===== src/burst_seq_pkg.sv =====
// Shared constants and types for the burst-mode output sequencer.
// Assumes a single 100 MHz sample clock domain and a 32-bit AHB-Lite register bus.
package burst_seq_pkg;

  // Register byte offsets.
  localparam logic [7:0] CTRL_OFFSET   = 8'h00;
  localparam logic [7:0] STATUS_OFFSET = 8'h04;
  localparam logic [7:0] COUNT_OFFSET  = 8'h08;

  // Control register field positions.
  localparam int CTRL_EN_BIT    = 0;
  localparam int CTRL_AUTO_BIT  = 1;
  localparam int CTRL_DECIM_BIT = 2;
  localparam int CTRL_EXP_LSB   = 8;
  localparam int CTRL_EXP_MSB   = 12;

  // Burst exponent limits and fixed exponents.
  localparam logic [4:0] EXP_RESET = 5'h0a;
  localparam logic [4:0] EXP_MIN   = 5'h0a;
  localparam logic [4:0] EXP_MAX   = 5'h19;
  localparam logic [4:0] INIT_EXP  = 5'h0d;
  localparam logic [4:0] LOCK_ADD  = 5'h03;

  // Sample counter width: holds 2^(EXP_MAX+3) without overflow.
  localparam int CNT_W = 29;

  // Synchronisation figures: counter width in bits, counts in sample clock cycles.
  localparam int         SYNC_W          = 5;
  localparam logic [4:0] SYNC_LAST       = 5'h1f;
  localparam logic [5:0] INVALID_SAMPLES = 6'h24;

  // Low-resolution formats.
  localparam int LOW7_BITS  = 7;
  localparam int LOW11_BITS = 11;

  typedef enum logic [4:0] {
    ST_OFF   = 5'b00001,
    ST_LOCK  = 5'b00010,
    ST_ARMED = 5'b00100,
    ST_DELAY = 5'b01000,
    ST_BURST = 5'b10000
  } burst_state_t;

  typedef struct packed {
    logic [4:0] burstExp;
    logic       lowResDecim;
    logic       autoTrigger;
    logic       burstEnable;
  } ctrl_t;

  localparam ctrl_t CTRL_RESET = '{
    burstExp:    EXP_RESET,
    lowResDecim: 1'b0,
    autoTrigger: 1'b0,
    burstEnable: 1'b0
  };

  typedef struct packed {
    logic [11:0] chanA;
    logic [11:0] chanB;
  } sample_pair_t;

endpackage : burst_seq_pkg


===== src/burst_output_sequencer_sync.sv =====
// Burst-mode output sequencer with multi-device sync marker and DDR clock output.
// Assumes samples arrive on the sample clock; trigger and sync come from pins and
// are synchronised here. Registers are reached over a zero-wait AHB-Lite slave.
//
// Local design decisions: register access over AHB-Lite and the register offsets.
`timescale 1ns/1ps

// Functional notes
// RULE_01: Auto mode starts with 8192 low-res samples.
// RULE_02: Auto mode bursts right after last low-res.
// RULE_03: Auto ignores trigger; ready pulses one cycle.
// RULE_04: High-res flag spans burst; exponent latched late.
// RULE_05: Burst is 2^N full samples, N 10..25.
// RULE_06: After burst: low-res, flag low, lockout.
// RULE_07: Trigger edges ignored until lockout completes.
// RULE_08: Setting selects 7-bit or 11-bit low-res.
// RULE_09: Seven-bit option keeps full rate timing.
// RULE_10: Eleven-bit option holds each sample four slots.
// RULE_11: Decimated path keeps latency, drops three of four.
// RULE_12: Sync resets logic, starts 32-cycle marker counter.
// RULE_13: Far end sends single or 32-periodic sync.
// RULE_14: Sync sampled on sample clock rising edges.
// RULE_15: Output invalid for 36 samples after sync.
// RULE_16: Marker starts at next output clock rise.
// RULE_17: Sync at new phase restarts the counter.
// RULE_18: Falling-phase sync stretches output clock half cycle.
// RULE_19: Marker driven on both channel buses.
// RULE_20: Far end discards 18 samples when decimating.
// RULE_21: Manual mode: ready after lockout, edge starts burst.
// RULE_22: Burst starts one to two output clocks later.
// RULE_23: Exponent resets to 10, applies next low-res period.
// RULE_24: Enable gives 8192 low-res samples, triggers refused.
// RULE_25: Low-res unused low bits are driven zero.
// RULE_26: Counters sized for the largest lockout period.
module burst_output_sequencer_sync (
  input  wire logic                        clock,             // Sample clock, 100 MHz.
  input  wire logic                        rstn,              // Synchronous reset, active low.
  input  wire logic                        hsel,              // AHB slave select.
  input  wire logic [7:0]                  haddr,             // AHB byte address.
  input  wire logic [1:0]                  htrans,            // AHB transfer type.
  input  wire logic                        hwrite,            // AHB write strobe.
  input  wire logic [2:0]                  hsize,             // AHB transfer size.
  input  wire logic [31:0]                 hwdata,            // AHB write data.
  input  wire logic                        hready,            // AHB bus ready.
  output logic      [31:0]                 hrdata,            // AHB read data.
  output logic                             hreadyout,         // AHB slave ready.
  output logic                             hresp,             // AHB response, always OKAY.
  input  wire burst_seq_pkg::sample_pair_t sampleIn,          // Converted samples.
  input  wire logic                        burstTriggerIn,    // Trigger pin level.
  input  wire logic                        syncPulseInput,    // Sync pin level.
  output logic      [11:0]                 chanADataOut,      // Channel A data bus.
  output logic      [11:0]                 chanBDataOut,      // Channel B data bus.
  output logic                             triggerReadyFlag,  // Trigger may be given.
  output logic                             highResFlag,       // Full-resolution data.
  output logic                             syncMarkerOut,     // Marker on bus A.
  output logic                             syncMarkerOutB,    // Marker on bus B.
  output logic                             outputDataValid,   // Low while data invalid.
  output logic                             chanAOutClock,     // Channel A DDR clock.
  output logic                             outputDdrClock     // Channel B DDR clock.
);

  function automatic logic [burst_seq_pkg::CNT_W-1:0] pow2(input logic [4:0] e);
    logic [burst_seq_pkg::CNT_W-1:0] one;
    one  = {{(burst_seq_pkg::CNT_W-1){1'b0}}, 1'b1};
    pow2 = one << e;
  endfunction : pow2

  function automatic logic [4:0] clampExp(input logic [4:0] e);
    if (e < burst_seq_pkg::EXP_MIN) begin
      clampExp = burst_seq_pkg::EXP_MIN;
    end else if (e > burst_seq_pkg::EXP_MAX) begin
      clampExp = burst_seq_pkg::EXP_MAX;
    end else begin
      clampExp = e;
    end
  endfunction : clampExp

  // Keeps the top bits and zeroes the rest.
  function automatic logic [11:0] keepTop(input logic [11:0] s, input logic decim);
    logic [11:0] m7;
    logic [11:0] m11;
    m7  = 12'hfff << (12 - burst_seq_pkg::LOW7_BITS);
    m11 = 12'hfff << (12 - burst_seq_pkg::LOW11_BITS);
    keepTop = decim ? (s & m11) : (s & m7);  // [RULE_25]
  endfunction : keepTop

  burst_seq_pkg::ctrl_t           ctrl_reg;
  burst_seq_pkg::burst_state_t    state_reg;
  logic [burst_seq_pkg::CNT_W-1:0] cnt_reg;
  logic [4:0]                      expActive_reg;
  logic                            firstLock_reg;
  logic                            autoPrev_reg;
  logic                            autoRise;
  logic                            trigMeta_reg;
  logic                            trigSync_reg;
  logic                            trigPrev_reg;
  logic                            syncMeta_reg;
  logic                            syncSync_reg;
  logic                            syncPrev_reg;
  logic                            syncSeen_reg;
  logic [burst_seq_pkg::SYNC_W-1:0] syncCnt_reg;
  logic [5:0]                      invalidCnt_reg;
  logic                            ddrClk_reg;
  logic [1:0]                      decimPhase_reg;
  burst_seq_pkg::sample_pair_t     held_reg;
  logic                            addrValid_reg;
  logic                            addrWrite_reg;
  logic [7:0]                      addrLatch_reg;
  logic                            trigRise;
  logic                            syncRise;
  logic                            syncReset;
  logic                            addrTaken;
  logic [burst_seq_pkg::CNT_W-1:0] lockLen;
  logic [burst_seq_pkg::CNT_W-1:0] burstLen;
  logic [31:0]                     readMux;

  // Pin inputs pass two flip-flops before any logic reads them.
  always_ff @(posedge clock) begin
    if (!rstn) begin
      trigMeta_reg <= 1'b0;
      trigSync_reg <= 1'b0;
      trigPrev_reg <= 1'b0;
      syncMeta_reg <= 1'b0;
      syncSync_reg <= 1'b0;
      syncPrev_reg <= 1'b0;
    end else begin
      trigMeta_reg <= burstTriggerIn;
      trigSync_reg <= trigMeta_reg;
      trigPrev_reg <= trigSync_reg;
      syncMeta_reg <= syncPulseInput;  // [RULE_14]
      syncSync_reg <= syncMeta_reg;
      syncPrev_reg <= syncSync_reg;
    end
  end

  assign trigRise = trigSync_reg & ~trigPrev_reg;
  assign syncRise = syncSync_reg & ~syncPrev_reg;  // [RULE_14]
  // A periodic sync that lands on the running phase leaves everything alone.
  assign syncReset = syncRise & (~syncSeen_reg | (syncCnt_reg != burst_seq_pkg::SYNC_LAST));  // [RULE_17]

  assign lockLen  = firstLock_reg ? pow2(burst_seq_pkg::INIT_EXP)
                                  : pow2(expActive_reg + burst_seq_pkg::LOCK_ADD);  // [RULE_06]
  assign burstLen = pow2(expActive_reg);  // [RULE_05]

  // Sync counter, marker and DDR output clock.
  always_ff @(posedge clock) begin
    if (!rstn) begin
      syncSeen_reg   <= 1'b0;
      syncCnt_reg    <= '0;
      syncMarkerOut  <= 1'b0;
      syncMarkerOutB <= 1'b0;
      ddrClk_reg     <= 1'b0;
      chanAOutClock  <= 1'b0;
      outputDdrClock <= 1'b0;
    end else begin
      if (syncReset) begin
        syncSeen_reg <= 1'b1;
        syncCnt_reg  <= '0;  // [RULE_12] [RULE_17]
        // Forcing high stretches a high clock by half a cycle, or rises a low one.
        ddrClk_reg     <= 1'b1;  // [RULE_18]
        chanAOutClock  <= 1'b1;
        outputDdrClock <= 1'b1;
        syncMarkerOut  <= 1'b1;  // [RULE_16] [RULE_19]
        syncMarkerOutB <= 1'b1;
      end else begin
        syncCnt_reg    <= syncCnt_reg + 5'h01;  // [RULE_12]
        ddrClk_reg     <= ~ddrClk_reg;
        chanAOutClock  <= ~ddrClk_reg;
        outputDdrClock <= ~ddrClk_reg;
        // Marker covers one output clock period at each counter wrap.
        syncMarkerOut  <= syncSeen_reg & ((syncCnt_reg == burst_seq_pkg::SYNC_LAST)
                          | (syncCnt_reg == 5'h00));  // [RULE_19]
        syncMarkerOutB <= syncSeen_reg & ((syncCnt_reg == burst_seq_pkg::SYNC_LAST)
                          | (syncCnt_reg == 5'h00));  // [RULE_19]
      end
    end
  end

  // Invalid-data window after a sync restart.
  always_ff @(posedge clock) begin
    if (!rstn) begin
      invalidCnt_reg  <= '0;
      outputDataValid <= 1'b1;
    end else if (syncReset) begin
      invalidCnt_reg  <= burst_seq_pkg::INVALID_SAMPLES - 6'h01;  // [RULE_15]
      outputDataValid <= 1'b0;
    end else if (invalidCnt_reg != 6'h00) begin
      invalidCnt_reg  <= invalidCnt_reg - 6'h01;
      outputDataValid <= 1'b0;
    end else begin
      outputDataValid <= 1'b1;
    end
  end

  // Switching auto mode on restarts the initial lockout, even while enabled.
  always_ff @(posedge clock) begin
    if (!rstn) begin
      autoPrev_reg <= 1'b0;
    end else begin
      autoPrev_reg <= ctrl_reg.autoTrigger;
    end
  end

  assign autoRise = ctrl_reg.autoTrigger & ~autoPrev_reg;  // [RULE_01]

  // Burst sequencing state machine.
  always_ff @(posedge clock) begin
    if (!rstn) begin
      state_reg     <= burst_seq_pkg::ST_OFF;
      cnt_reg       <= '0;
      expActive_reg <= burst_seq_pkg::EXP_RESET;
      firstLock_reg <= 1'b1;
    end else if (!ctrl_reg.burstEnable) begin
      state_reg     <= burst_seq_pkg::ST_OFF;
      cnt_reg       <= '0;
      firstLock_reg <= 1'b1;
    end else if (syncReset || autoRise) begin
      // A sync restart, or auto mode switched on, sends the sequencer back to its enable point.
      state_reg     <= burst_seq_pkg::ST_LOCK;  // [RULE_12] [RULE_01]
      cnt_reg       <= '0;
      firstLock_reg <= 1'b1;
      expActive_reg <= ctrl_reg.burstExp;
    end else begin
      case (state_reg)
        burst_seq_pkg::ST_OFF: begin
          state_reg     <= burst_seq_pkg::ST_LOCK;  // [RULE_01] [RULE_24]
          cnt_reg       <= '0;
          firstLock_reg <= 1'b1;
          expActive_reg <= ctrl_reg.burstExp;
        end
        burst_seq_pkg::ST_LOCK: begin
          if (cnt_reg == lockLen - 1'b1) begin
            cnt_reg <= '0;
            if (ctrl_reg.autoTrigger) begin
              state_reg <= burst_seq_pkg::ST_BURST;  // [RULE_02]
            end else begin
              state_reg <= burst_seq_pkg::ST_ARMED;  // [RULE_07] [RULE_21]
            end
          end else begin
            cnt_reg <= cnt_reg + 1'b1;  // [RULE_26]
          end
        end
        burst_seq_pkg::ST_ARMED: begin
          if (ctrl_reg.autoTrigger) begin
            state_reg <= burst_seq_pkg::ST_BURST;
          end else if (trigRise) begin
            state_reg <= burst_seq_pkg::ST_DELAY;  // [RULE_21]
          end
        end
        burst_seq_pkg::ST_DELAY: begin
          state_reg <= burst_seq_pkg::ST_BURST;  // [RULE_22]
          cnt_reg   <= '0;
        end
        burst_seq_pkg::ST_BURST: begin
          if (cnt_reg == burstLen - 1'b1) begin
            cnt_reg       <= '0;
            state_reg     <= burst_seq_pkg::ST_LOCK;  // [RULE_06]
            firstLock_reg <= 1'b0;
            expActive_reg <= ctrl_reg.burstExp;  // [RULE_04] [RULE_23]
          end else begin
            cnt_reg <= cnt_reg + 1'b1;  // [RULE_05]
          end
        end
        default: begin
          state_reg <= burst_seq_pkg::ST_OFF;
          cnt_reg   <= '0;
        end
      endcase
    end
  end

  // Decimation phase and held sample for the 11-bit option.
  always_ff @(posedge clock) begin
    if (!rstn) begin
      decimPhase_reg <= '0;
      held_reg       <= '0;
    end else begin
      decimPhase_reg <= decimPhase_reg + 2'h1;  // [RULE_10]
      if (decimPhase_reg == 2'h0) begin
        held_reg <= sampleIn;  // [RULE_11]
      end
    end
  end

  // Output data and flags share one register stage so latency never changes.
  always_ff @(posedge clock) begin
    if (!rstn) begin
      chanADataOut     <= '0;
      chanBDataOut     <= '0;
      highResFlag      <= 1'b0;
      triggerReadyFlag <= 1'b0;
    end else begin
      if (state_reg == burst_seq_pkg::ST_BURST || state_reg == burst_seq_pkg::ST_OFF) begin
        chanADataOut <= sampleIn.chanA;  // [RULE_05]
        chanBDataOut <= sampleIn.chanB;
      end else if (!ctrl_reg.lowResDecim) begin
        chanADataOut <= keepTop(sampleIn.chanA, 1'b0);  // [RULE_08] [RULE_09]
        chanBDataOut <= keepTop(sampleIn.chanB, 1'b0);
      end else if (decimPhase_reg == 2'h0) begin
        chanADataOut <= keepTop(sampleIn.chanA, 1'b1);  // [RULE_10] [RULE_11]
        chanBDataOut <= keepTop(sampleIn.chanB, 1'b1);
      end else begin
        chanADataOut <= keepTop(held_reg.chanA, 1'b1);  // [RULE_10]
        chanBDataOut <= keepTop(held_reg.chanB, 1'b1);
      end
      highResFlag <= (state_reg == burst_seq_pkg::ST_BURST);  // [RULE_04] [RULE_22]
      if (ctrl_reg.autoTrigger) begin
        triggerReadyFlag <= (state_reg == burst_seq_pkg::ST_BURST)
                            && (cnt_reg == '0);  // [RULE_03]
      end else begin
        triggerReadyFlag <= (state_reg == burst_seq_pkg::ST_ARMED);  // [RULE_21]
      end
    end
  end

  // AHB-Lite slave: zero wait states, word registers, reads zero off the map.
  assign addrTaken = hsel & htrans[1] & hready;

  always_comb begin
    readMux = 32'h0000_0000;
    case (haddr)
      burst_seq_pkg::CTRL_OFFSET: begin
        readMux[burst_seq_pkg::CTRL_EN_BIT]    = ctrl_reg.burstEnable;
        readMux[burst_seq_pkg::CTRL_AUTO_BIT]  = ctrl_reg.autoTrigger;
        readMux[burst_seq_pkg::CTRL_DECIM_BIT] = ctrl_reg.lowResDecim;
        readMux[burst_seq_pkg::CTRL_EXP_MSB:burst_seq_pkg::CTRL_EXP_LSB] = ctrl_reg.burstExp;
      end
      burst_seq_pkg::STATUS_OFFSET: begin
        readMux[4:0]   = state_reg;
        readMux[8]     = highResFlag;
        readMux[9]     = triggerReadyFlag;
        readMux[10]    = syncSeen_reg;
        readMux[11]    = outputDataValid;
        readMux[12]    = firstLock_reg;
        readMux[20:16] = expActive_reg;
        readMux[28:24] = syncCnt_reg;
      end
      burst_seq_pkg::COUNT_OFFSET: begin
        readMux[burst_seq_pkg::CNT_W-1:0] = cnt_reg;
      end
      default: begin
        readMux = 32'h0000_0000;
      end
    endcase
  end

  always_ff @(posedge clock) begin
    if (!rstn) begin
      addrValid_reg <= 1'b0;
      addrWrite_reg <= 1'b0;
      addrLatch_reg <= '0;
      hrdata        <= '0;
      hreadyout     <= 1'b0;
      hresp         <= 1'b0;
    end else begin
      hreadyout <= 1'b1;
      hresp     <= 1'b0;
      if (hready) begin
        addrValid_reg <= addrTaken;
        addrWrite_reg <= hwrite;
        addrLatch_reg <= haddr;
      end
      if (addrTaken && !hwrite) begin
        hrdata <= readMux;
      end
    end
  end

  // Register writes land in the data phase.
  always_ff @(posedge clock) begin
    if (!rstn) begin
      ctrl_reg <= burst_seq_pkg::CTRL_RESET;  // [RULE_23]
    end else if (addrValid_reg && addrWrite_reg
                 && addrLatch_reg == burst_seq_pkg::CTRL_OFFSET) begin
      ctrl_reg.burstEnable <= hwdata[burst_seq_pkg::CTRL_EN_BIT];
      ctrl_reg.autoTrigger <= hwdata[burst_seq_pkg::CTRL_AUTO_BIT];
      ctrl_reg.lowResDecim <= hwdata[burst_seq_pkg::CTRL_DECIM_BIT];  // [RULE_08]
      ctrl_reg.burstExp    <= clampExp(
        hwdata[burst_seq_pkg::CTRL_EXP_MSB:burst_seq_pkg::CTRL_EXP_LSB]);  // [RULE_05]
    end
  end

endmodule : burst_output_sequencer_sync


===== config.mk =====
export PLATFORM = sky130hd
export DESIGN_NAME = burst_output_sequencer_sync
export DESIGN_NICKNAME = d
export VERILOG_FILES = /design/src/burst_seq_pkg.sv /design/src/burst_output_sequencer_sync.sv
export SDC_FILE = /design/constraint.sdc
export NUM_CORES = 1
export LEC_CHECK = 0
export BUFFER_PORTS_ARGS = -buffer_cell sky130_fd_sc_hd__buf_2
export CAP_MARGIN = 25
export CORE_UTILIZATION = 60
export DETAILED_ROUTE_END_ITERATION = 7
export GPL_TIMING_DRIVEN = 0
export PLACE_DENSITY = 0.91
export SYNTH_ARGS = -nofsm -noshare
export SYNTH_HDL_FRONTEND = slang
export SYNTH_SLANG_ARGS = --single-unit

===== constraint.sdc =====
create_clock -name clock -period 10.3 [get_ports clock]
set_input_delay 2.06 -clock clock [delete_from_list [all_inputs] [get_ports clock]]
set_output_delay 2.06 -clock clock [all_outputs]
set_load 0.05 [all_outputs]

==> run metrics, run 1 <==
NumNets Final between 1000 and 1500; worst reg2reg startpoint expActive_reg[4]; P per Cell Area around 140 nW/um^2; r2r endpoint cnt_reg[18]; max frequency 0.2019 GHz; Die Y roughly 130 um; core area 15260 um^2; cell mode on critical path buf_2; HP Start decimPhase_reg[0]; CTS tree built; Syn Area/Cell roughly 8.1 um^2; critical path depth 19; DRT iter0 DRCs 1435; initial antenna violation count 0; synth unique cells 91; Worst Hold Path EP decimPhase_reg[0]; P&R area growth vs syn 15.32%; async set-reset flop share out of synthesis 0; top cells by area, synth dfxtp_1, mux2i_1, nand2_1, nor2b_1, nor2_1; Total Wirelength ~35 mm; fillcell total between 1000 and 1500; routed vias/inst approximately 6.6; CTS Root Cell clkbuf_16; total power between 1.5 and 2 mW; sequential element share of the synthesized area 0.3407; Slew @ Worst Pin 0.9439 ns; Syn Inst Count about 1200; I/O Pins between 100 and 150; Site Rows 45; first-pass GRT wire length 53.50 mm; CTS sink count 160; worst vdd ir between 100 and 150 uV; crit path DAT between 5 and 6 ns; Bufs on Longest Clock Path 2; Setup crit start kind flop; GRT Total Usage 0.4362; Die Wd ~130 um; hold path depth 1; crit path cell chain buf_2 -> buf_2 -> inv_1 -> buf_2 -> nand3_1 -> ha_1 -> buf_2 -> buf_2 -> buf_1 -> a21oi_1 -> o21ai_0 -> a31oi_1 -> a2111oi_2 -> nand4_1 -> a22oi_1 -> a21oi_2 -> buf_6 -> and3_1 -> a221o_1; Critical Path Sink Type flop; WL/cell 23.34 um; hpwl dp roughly 24 mm; Synth Register Bits 160; gpl congestion ~0.99; area leader, netlist dfxtp_1; DRC viols 0; Clock Pin Slew Worst Setup and Hold Paths 0.07 ns; grt ovf 0; CTS Hold Bufs 0; Syn. warnings 0; initial cell density of the core 0.6162; die area between 15000 and 20000 um^2; count leader, synth dfxtp_1; Clock Skew 0.01305 ns; cell family with most CP delay buffers and inverters; area of the multi-input gates between 5000 and 6000 um^2; # Post-CTS Setup Buffers 0; # diodes 0; detailed-route via count between 10000 and 15000; Port Buffers around 110; CP peak stage delay 0.46 ns; vias in the first global route 9543; H-tree depth 4; fin crit period about 5.0 ns; Post-synth EDFFs 0; Final Util 0.7106; worst setup path startpoint expActive_reg[4]; Synth top area share 0.3407; Hold Path Class flop to flop; max cap viols 0; clk_lat worst skew between 0.4 and 0.5 ns; cts repair resizes 0; worst r2r path cells 19; largest net degree at the start of global routing 17; max-slew violations 0; Slowest cell on crit path a2111oi_2; Post-synth top flop dfxtp_1; RSZ-0062 raised after global routing false; Syn Std Cell Area 9403 um^2; Leakage 4.336 nW; drt first pass iters 8; FF-to-FF setup slack 5.35 ns; crit path max fanout 10; fin crit share 0.4808; Worst Path Required approximately 11 ns; ANT nets after route 0; Buf/Inv on CP 8; placed inst area 10220 um^2; Post-synth top cells dfxtp_1, nand2_1, nor2_1, nor2b_1, clkbuf_1; sequential cell area between 3000 and 4000 um^2; Max transition margin 0.3707; final hold violations 0; CTS buffer count 17; status finished clean; Setup-failing EPs final 0; cell area after layout 10840 um^2; setup TNS 0 ns; layout cell share with drive strength beyond 1 0.1576; critical path class flop to flop
worst reg2reg max path, stage by stage (launching register included):
cell and delay (ns):
dfxtp_1 0.30, buf_2 0.21, buf_2 0.26, inv_1 0.17
buf_2 0.26, nand3_1 0.11, ha_1 0.17, buf_2 0.19
buf_2 0.24, buf_1 0.43, a21oi_1 0.14, o21ai_0 0.16
a31oi_1 0.11, a2111oi_2 0.46, nand4_1 0.37, a22oi_1 0.38
a21oi_2 0.23, buf_6 0.22, and3_1 0.18, a221o_1 0.26
routing by layer:
layer  global-route usage  share of wire  wire length (um)  vias up
met5                    0              0                 0        -
met4               0.3193          0.070              2459        0
met3               0.1059           0.10              3586      201
met2               0.7098           0.46             16380      783
met1               0.5020           0.36             12870     4618
li1                     -              -                 -     4428
through the flow:
stage | hold WS, ns | instances | setup WS [ns]
after global placement | 0.4030 | 1479 | 5.570
after CTS | 0.4386 | 1511 | 5.599
after global routing | 0.4620 | 1512 | 5.274
final | 0.4358 | 1512 | 5.348
after detailed placement | 0.4181 | 1479 | 5.625
after floorplan | 0.3925 | 1160 | 6.409
where the power goes:
group	total [mW]	leakage, nW	internal (mW)	switching (mW)
sequential	0.669	1.31	0.649	0.0208
clock	0.675	0.306	0.396	0.279
combinational	0.163	2.72	0.0602	0.103
total	1.51	4.34	1.10	0.403
final cells by class:
| class | instances | share of cell area |
|---|---|---|
| Clock buffer | 20 | 0.04120 |
| Inverter | 27 | 0.009347 |
| Sequential cell | 160 | 0.2954 |
| Timing Repair Buffer | 109 | 0.05031 |
| Buffer | 115 | 0.05135 |
| Tap cell | 211 | 0.02435 |
| Clock inverter | 12 | 0.01592 |
| Multi-Input combinational cell | 858 | 0.5121 |
logic make-up (layout without fill, tap and decap cells):
| group | count (synthesis) | in the layout | synth area share |
|---|---|---|---|
| adders and majority gates | 11 | 11 | 0.01411 |
| DFF | 160 | 160 | 0.3407 |
| AOI/OAI and AO/OA | 260 | 260 | 0.1999 |
| buffers and inverters | 142 | 283 | 0.06999 |
| and+or+nand+nor | 483 | 483 | 0.2729 |
| other | 1 | 4 | 0.0003988 |
| xor gates and xnor gates | 46 | 46 | 0.04444 |
| muxes | 54 | 54 | 0.05762 |
worst max-delay path by stage:
stage / to / slack [ns]
floorplan: hrdata[28] / 6.41
global placement: cnt_reg[20] / 5.57
detailed placement: cnt_reg[20] / 5.62
CTS: cnt_reg[18] / 5.60
global route: cnt_reg[18] / 5.27
finish: cnt_reg[18] / 5.35
cell usage in the layout (no fill, tap or decap), types with 17 or more instances in the layout:
cell type and instances:
nor3_1 26, o21ai_0 49, nor4_1 17, clkbuf_16 17, and2_1 21, mux2i_1 53, inv_1 26, nor2_1 76
xnor2_1 29, clkbuf_1 68, nor2b_1 67, buf_2 133, nand3_1 41, a21oi_1 47, nand2_1 129, dfxtp_1 160
a22oi_1 23, and3_1 18
Power figures use the tool's default switching activity.
==> run 2: changes to the inputs <==
--- a/config.mk
+++ b/config.mk
@@ -7,10 +7,10 @@
 export LEC_CHECK = 0
 export BUFFER_PORTS_ARGS = -buffer_cell sky130_fd_sc_hd__buf_2
 export CAP_MARGIN = 25
-export CORE_UTILIZATION = 60
+export CORE_UTILIZATION = 52
 export DETAILED_ROUTE_END_ITERATION = 7
 export GPL_TIMING_DRIVEN = 0
-export PLACE_DENSITY = 0.91
+export PLACE_DENSITY = 0.85
 export SYNTH_ARGS = -nofsm -noshare
 export SYNTH_HDL_FRONTEND = slang
 export SYNTH_SLANG_ARGS = --single-unit
==> constraint.sdc (replaced) <==
create_clock -name clock -period 4.1 [get_ports clock]
set_input_delay 0.82 -clock clock [delete_from_list [all_inputs] [get_ports clock]]
set_output_delay 0.82 -clock clock [all_outputs]
set_load 0.05 [all_outputs]
==> run 2 against run 1 <==
  * Utilization is 7.3 points lower
  * The flow now finishes with violations (DRC)
  * Setup slack worse by 5.3 ns
  * Hold slack worse by 0.0085 ns
==> run metrics, run 2 (synthesis gave the netlist of run 1 again) <==
WHS 0.4273 ns (-0.008512 ns); crit path DAT 4.34 ns (-0.93 ns); RSZ-0062 raised after global routing true; WL/cell 22.01 um (-5.7%); hpwl dp 23.20 mm (-4.2%); DRC viols 3 (+3); P per Cell Area 331.7 nW/um^2 (+140%); Hold Path Class flop to flop; worst vdd ir 416.0 uV (+220%); largest net degree at the start of global routing 17 (unchanged); gpl congestion 1.069 (+8.1%); first-pass GRT wire length 51.00 mm (-4.7%); placed inst area 10240 um^2 (+0.17%); fin crit period 4.023 ns (-0.9294 ns); NumNets Final 1386 (+0.95%); initial antenna violation count 0 (unchanged); Clock Skew 0.01196 ns (-0.001092 ns); vias in the first global route 9278 (-2.8%); # diodes 0 (unchanged); CTS Hold Bufs 0 (unchanged); Die Wd 136.5 um (+7.3%); Max transition margin 0.3473 (-0.02346); sw frac 0.2779 (+0.01086); drt first pass iters 8 (unchanged); routed vias/inst 6.491 (-2.1%); CP peak stage delay 0.38 ns (-0.08 ns); core area 17480 um^2 (+15%); Psw 1.027 mW (+160%); Slew @ Worst Pin 0.9655 ns (+0.02159 ns); most common cell after layout, fill and taps aside dfxtp_1; max frequency 0.2486 GHz (+23%); Port Buffers 108 (unchanged); clk_lat worst skew 0.44 ns (about the same); Die Y 136.5 um (+7.3%); HP Start decimPhase_reg[0]; Slowest cell on crit path dfxtp_4; cell mode on critical path buf_6; Clock Pin Slew Worst Setup and Hold Paths 0.07 ns (about the same); CTS tree built; layout cell share with drive strength beyond 1 0.1849 (+0.02736); most frequent cells in the layout dfxtp_1, nand2_1, buf_2, nor2_1, nor2b_1; final hold violations 0 (unchanged); crit path max fanout 10 (unchanged); detailed-route via count 9990 (-0.40%); Clock Power Share 0.436 (-0.012); Setup-failing EPs final 0 (unchanged); worst reg2reg startpoint expActive_reg[0]; ANT nets after route 0 (unchanged); die area 18620 um^2 (+15%); Critical Path Sink Type flop; fin crit share 0.9811 (+0.5004); Site Rows 48 (+6.7%); CTS Root Cell clkbuf_16; P&R area growth vs syn 18.54%; initial cell density of the core 0.5380 (-0.07822); hold path depth 1 (unchanged); H-tree depth 4 (unchanged); grt ovf 0 (unchanged); sequential share of power 0.453 (+0.009); DRT iter0 DRCs 1305 (-9.1%); Worst Path Required 4.42 ns (-6.20 ns); combinational cell fraction of total power 0.111 (+0.003); CTS buffer count 17 (unchanged); failing checks DRC; critical path class flop to flop; max cap viols 0 (unchanged); CTS sink count 160 (unchanged); fillcell total 1405 (+25%); cell area after layout 11150 um^2 (+2.8%); Bufs on Longest Clock Path 2 (unchanged); worst setup path startpoint expActive_reg[0]; status complete, but fails checks; Setup crit start kind flop; crit path cell chain buf_6 -> buf_6 -> buf_8 -> nand3_2 -> ha_4 -> buf_6 -> a22o_1 -> or3_1 -> a32o_2 -> a2111oi_4 -> nand4_1 -> buf_6 -> a22oi_2 -> buf_4 -> a21oi_4 -> and3_4 -> a221o_1; I/O Pins 141 (unchanged); GRT Total Usage 0.3624 (-0.07376); Leakage 4.436 nW (+2.3%); worst r2r path cells 17 (-2); max-slew violations 0 (unchanged); Total Wirelength 33.88 mm (-4.0%); P_int 2.670 mW (+140%)
[run 2: changes by cell type in the layout (fill, tap and decap cells not counted), moves of 3 or more]
| cell | delta |
|---|---|
| buf_2 | -8 |
| buf_4 | +13 |
| buf_8 | +3 |
| clkbuf_1 | -4 |
| dfxtp_1 | -3 |
| inv_6 | +3 |
[run 2: final timing paths]
path | endpoint | slack, ns
setup / recovery | cnt_reg[15] | 0.08
setup reg to reg | cnt_reg[15] | 0.08
hold / removal | decimPhase_reg[0] | 0.43
hold reg to reg | decimPhase_reg[0] | 0.43
[run 2: area by class of cell]
type | count | area, um^2 | area share
Buffer | 112 | 598.1 | 0.05366
Clock buffer | 19 | 452.9 | 0.04064
Clock inverter | 13 | 141.4 | 0.01269
Inverter | 27 | 103.9 | 0.009317
Multi-Input combinational cell | 859 | 5693 | 0.5108
Sequential cell | 160 | 3212 | 0.2882
Tap cell | 225 | 281.5 | 0.02526
Timing Repair Buffer | 124 | 663.1 | 0.05950
[run 2: worst max-delay path: cells and delay by family (launching register included)]
family                   cells  cell delay (ns)
AND/OR/NAND/NOR              4             0.85
flip-flops                   1             0.38
AO/OA/AOI/OAI                6             1.48
buffers and inverters        6             0.97
adder cells (fa/ha/maj)      1             0.21
[run 2: layer usage]
layer / routed length, um / vias up / GRT usage / share of wire
met4: 1982 / 0 / 0.2130 / 0.059
met3: 4195 / 169 / 0.1145 / 0.12
met1: 12640 / 4634 / 0.4358 / 0.37
met2: 15060 / 740 / 0.5654 / 0.44
li1: - / 4447 / - / -
met5: 0 / - / 0 / 0
[run 2: through the flow]
step | power, mW | cells | utilization | TNS [ns] | worst slack, ns
global route | 3.803 | 1539 | 0.6377 | -0.06226 | -0.03442
floorplan | 1.990 | 1160 | - | 0 | 0.3919
global placement | 2.081 | 1493 | 0.5857 | -16.66 | -0.6676
CTS | 3.694 | 1528 | 0.6254 | 0 | 0.01859
finish | 3.697 | 1539 | 0.6377 | 0 | 0.07734
detailed placement | 2.099 | 1493 | 0.5857 | -18.66 | -0.7199
[run 2: what timing repair did]
item                       CTS  global route
gates cloned                 0             2
resized for setup           19            41
buffers inserted             3            11
pin swaps                    4            16
setup endpoints to repair   38            34
[run 2: power by group through the flow]
stage / clock [mW] / sequential, mW / combinational, mW
2_1_floorplan: 0 / 1.76 / 0.229
3_3_place_gp: 0 / 1.70 / 0.379
3_5_place_dp: 0 / 1.71 / 0.394
4_1_cts: 1.61 / 1.68 / 0.405
5_1_grt: 1.68 / 1.68 / 0.442
6_report: 1.61 / 1.67 / 0.409
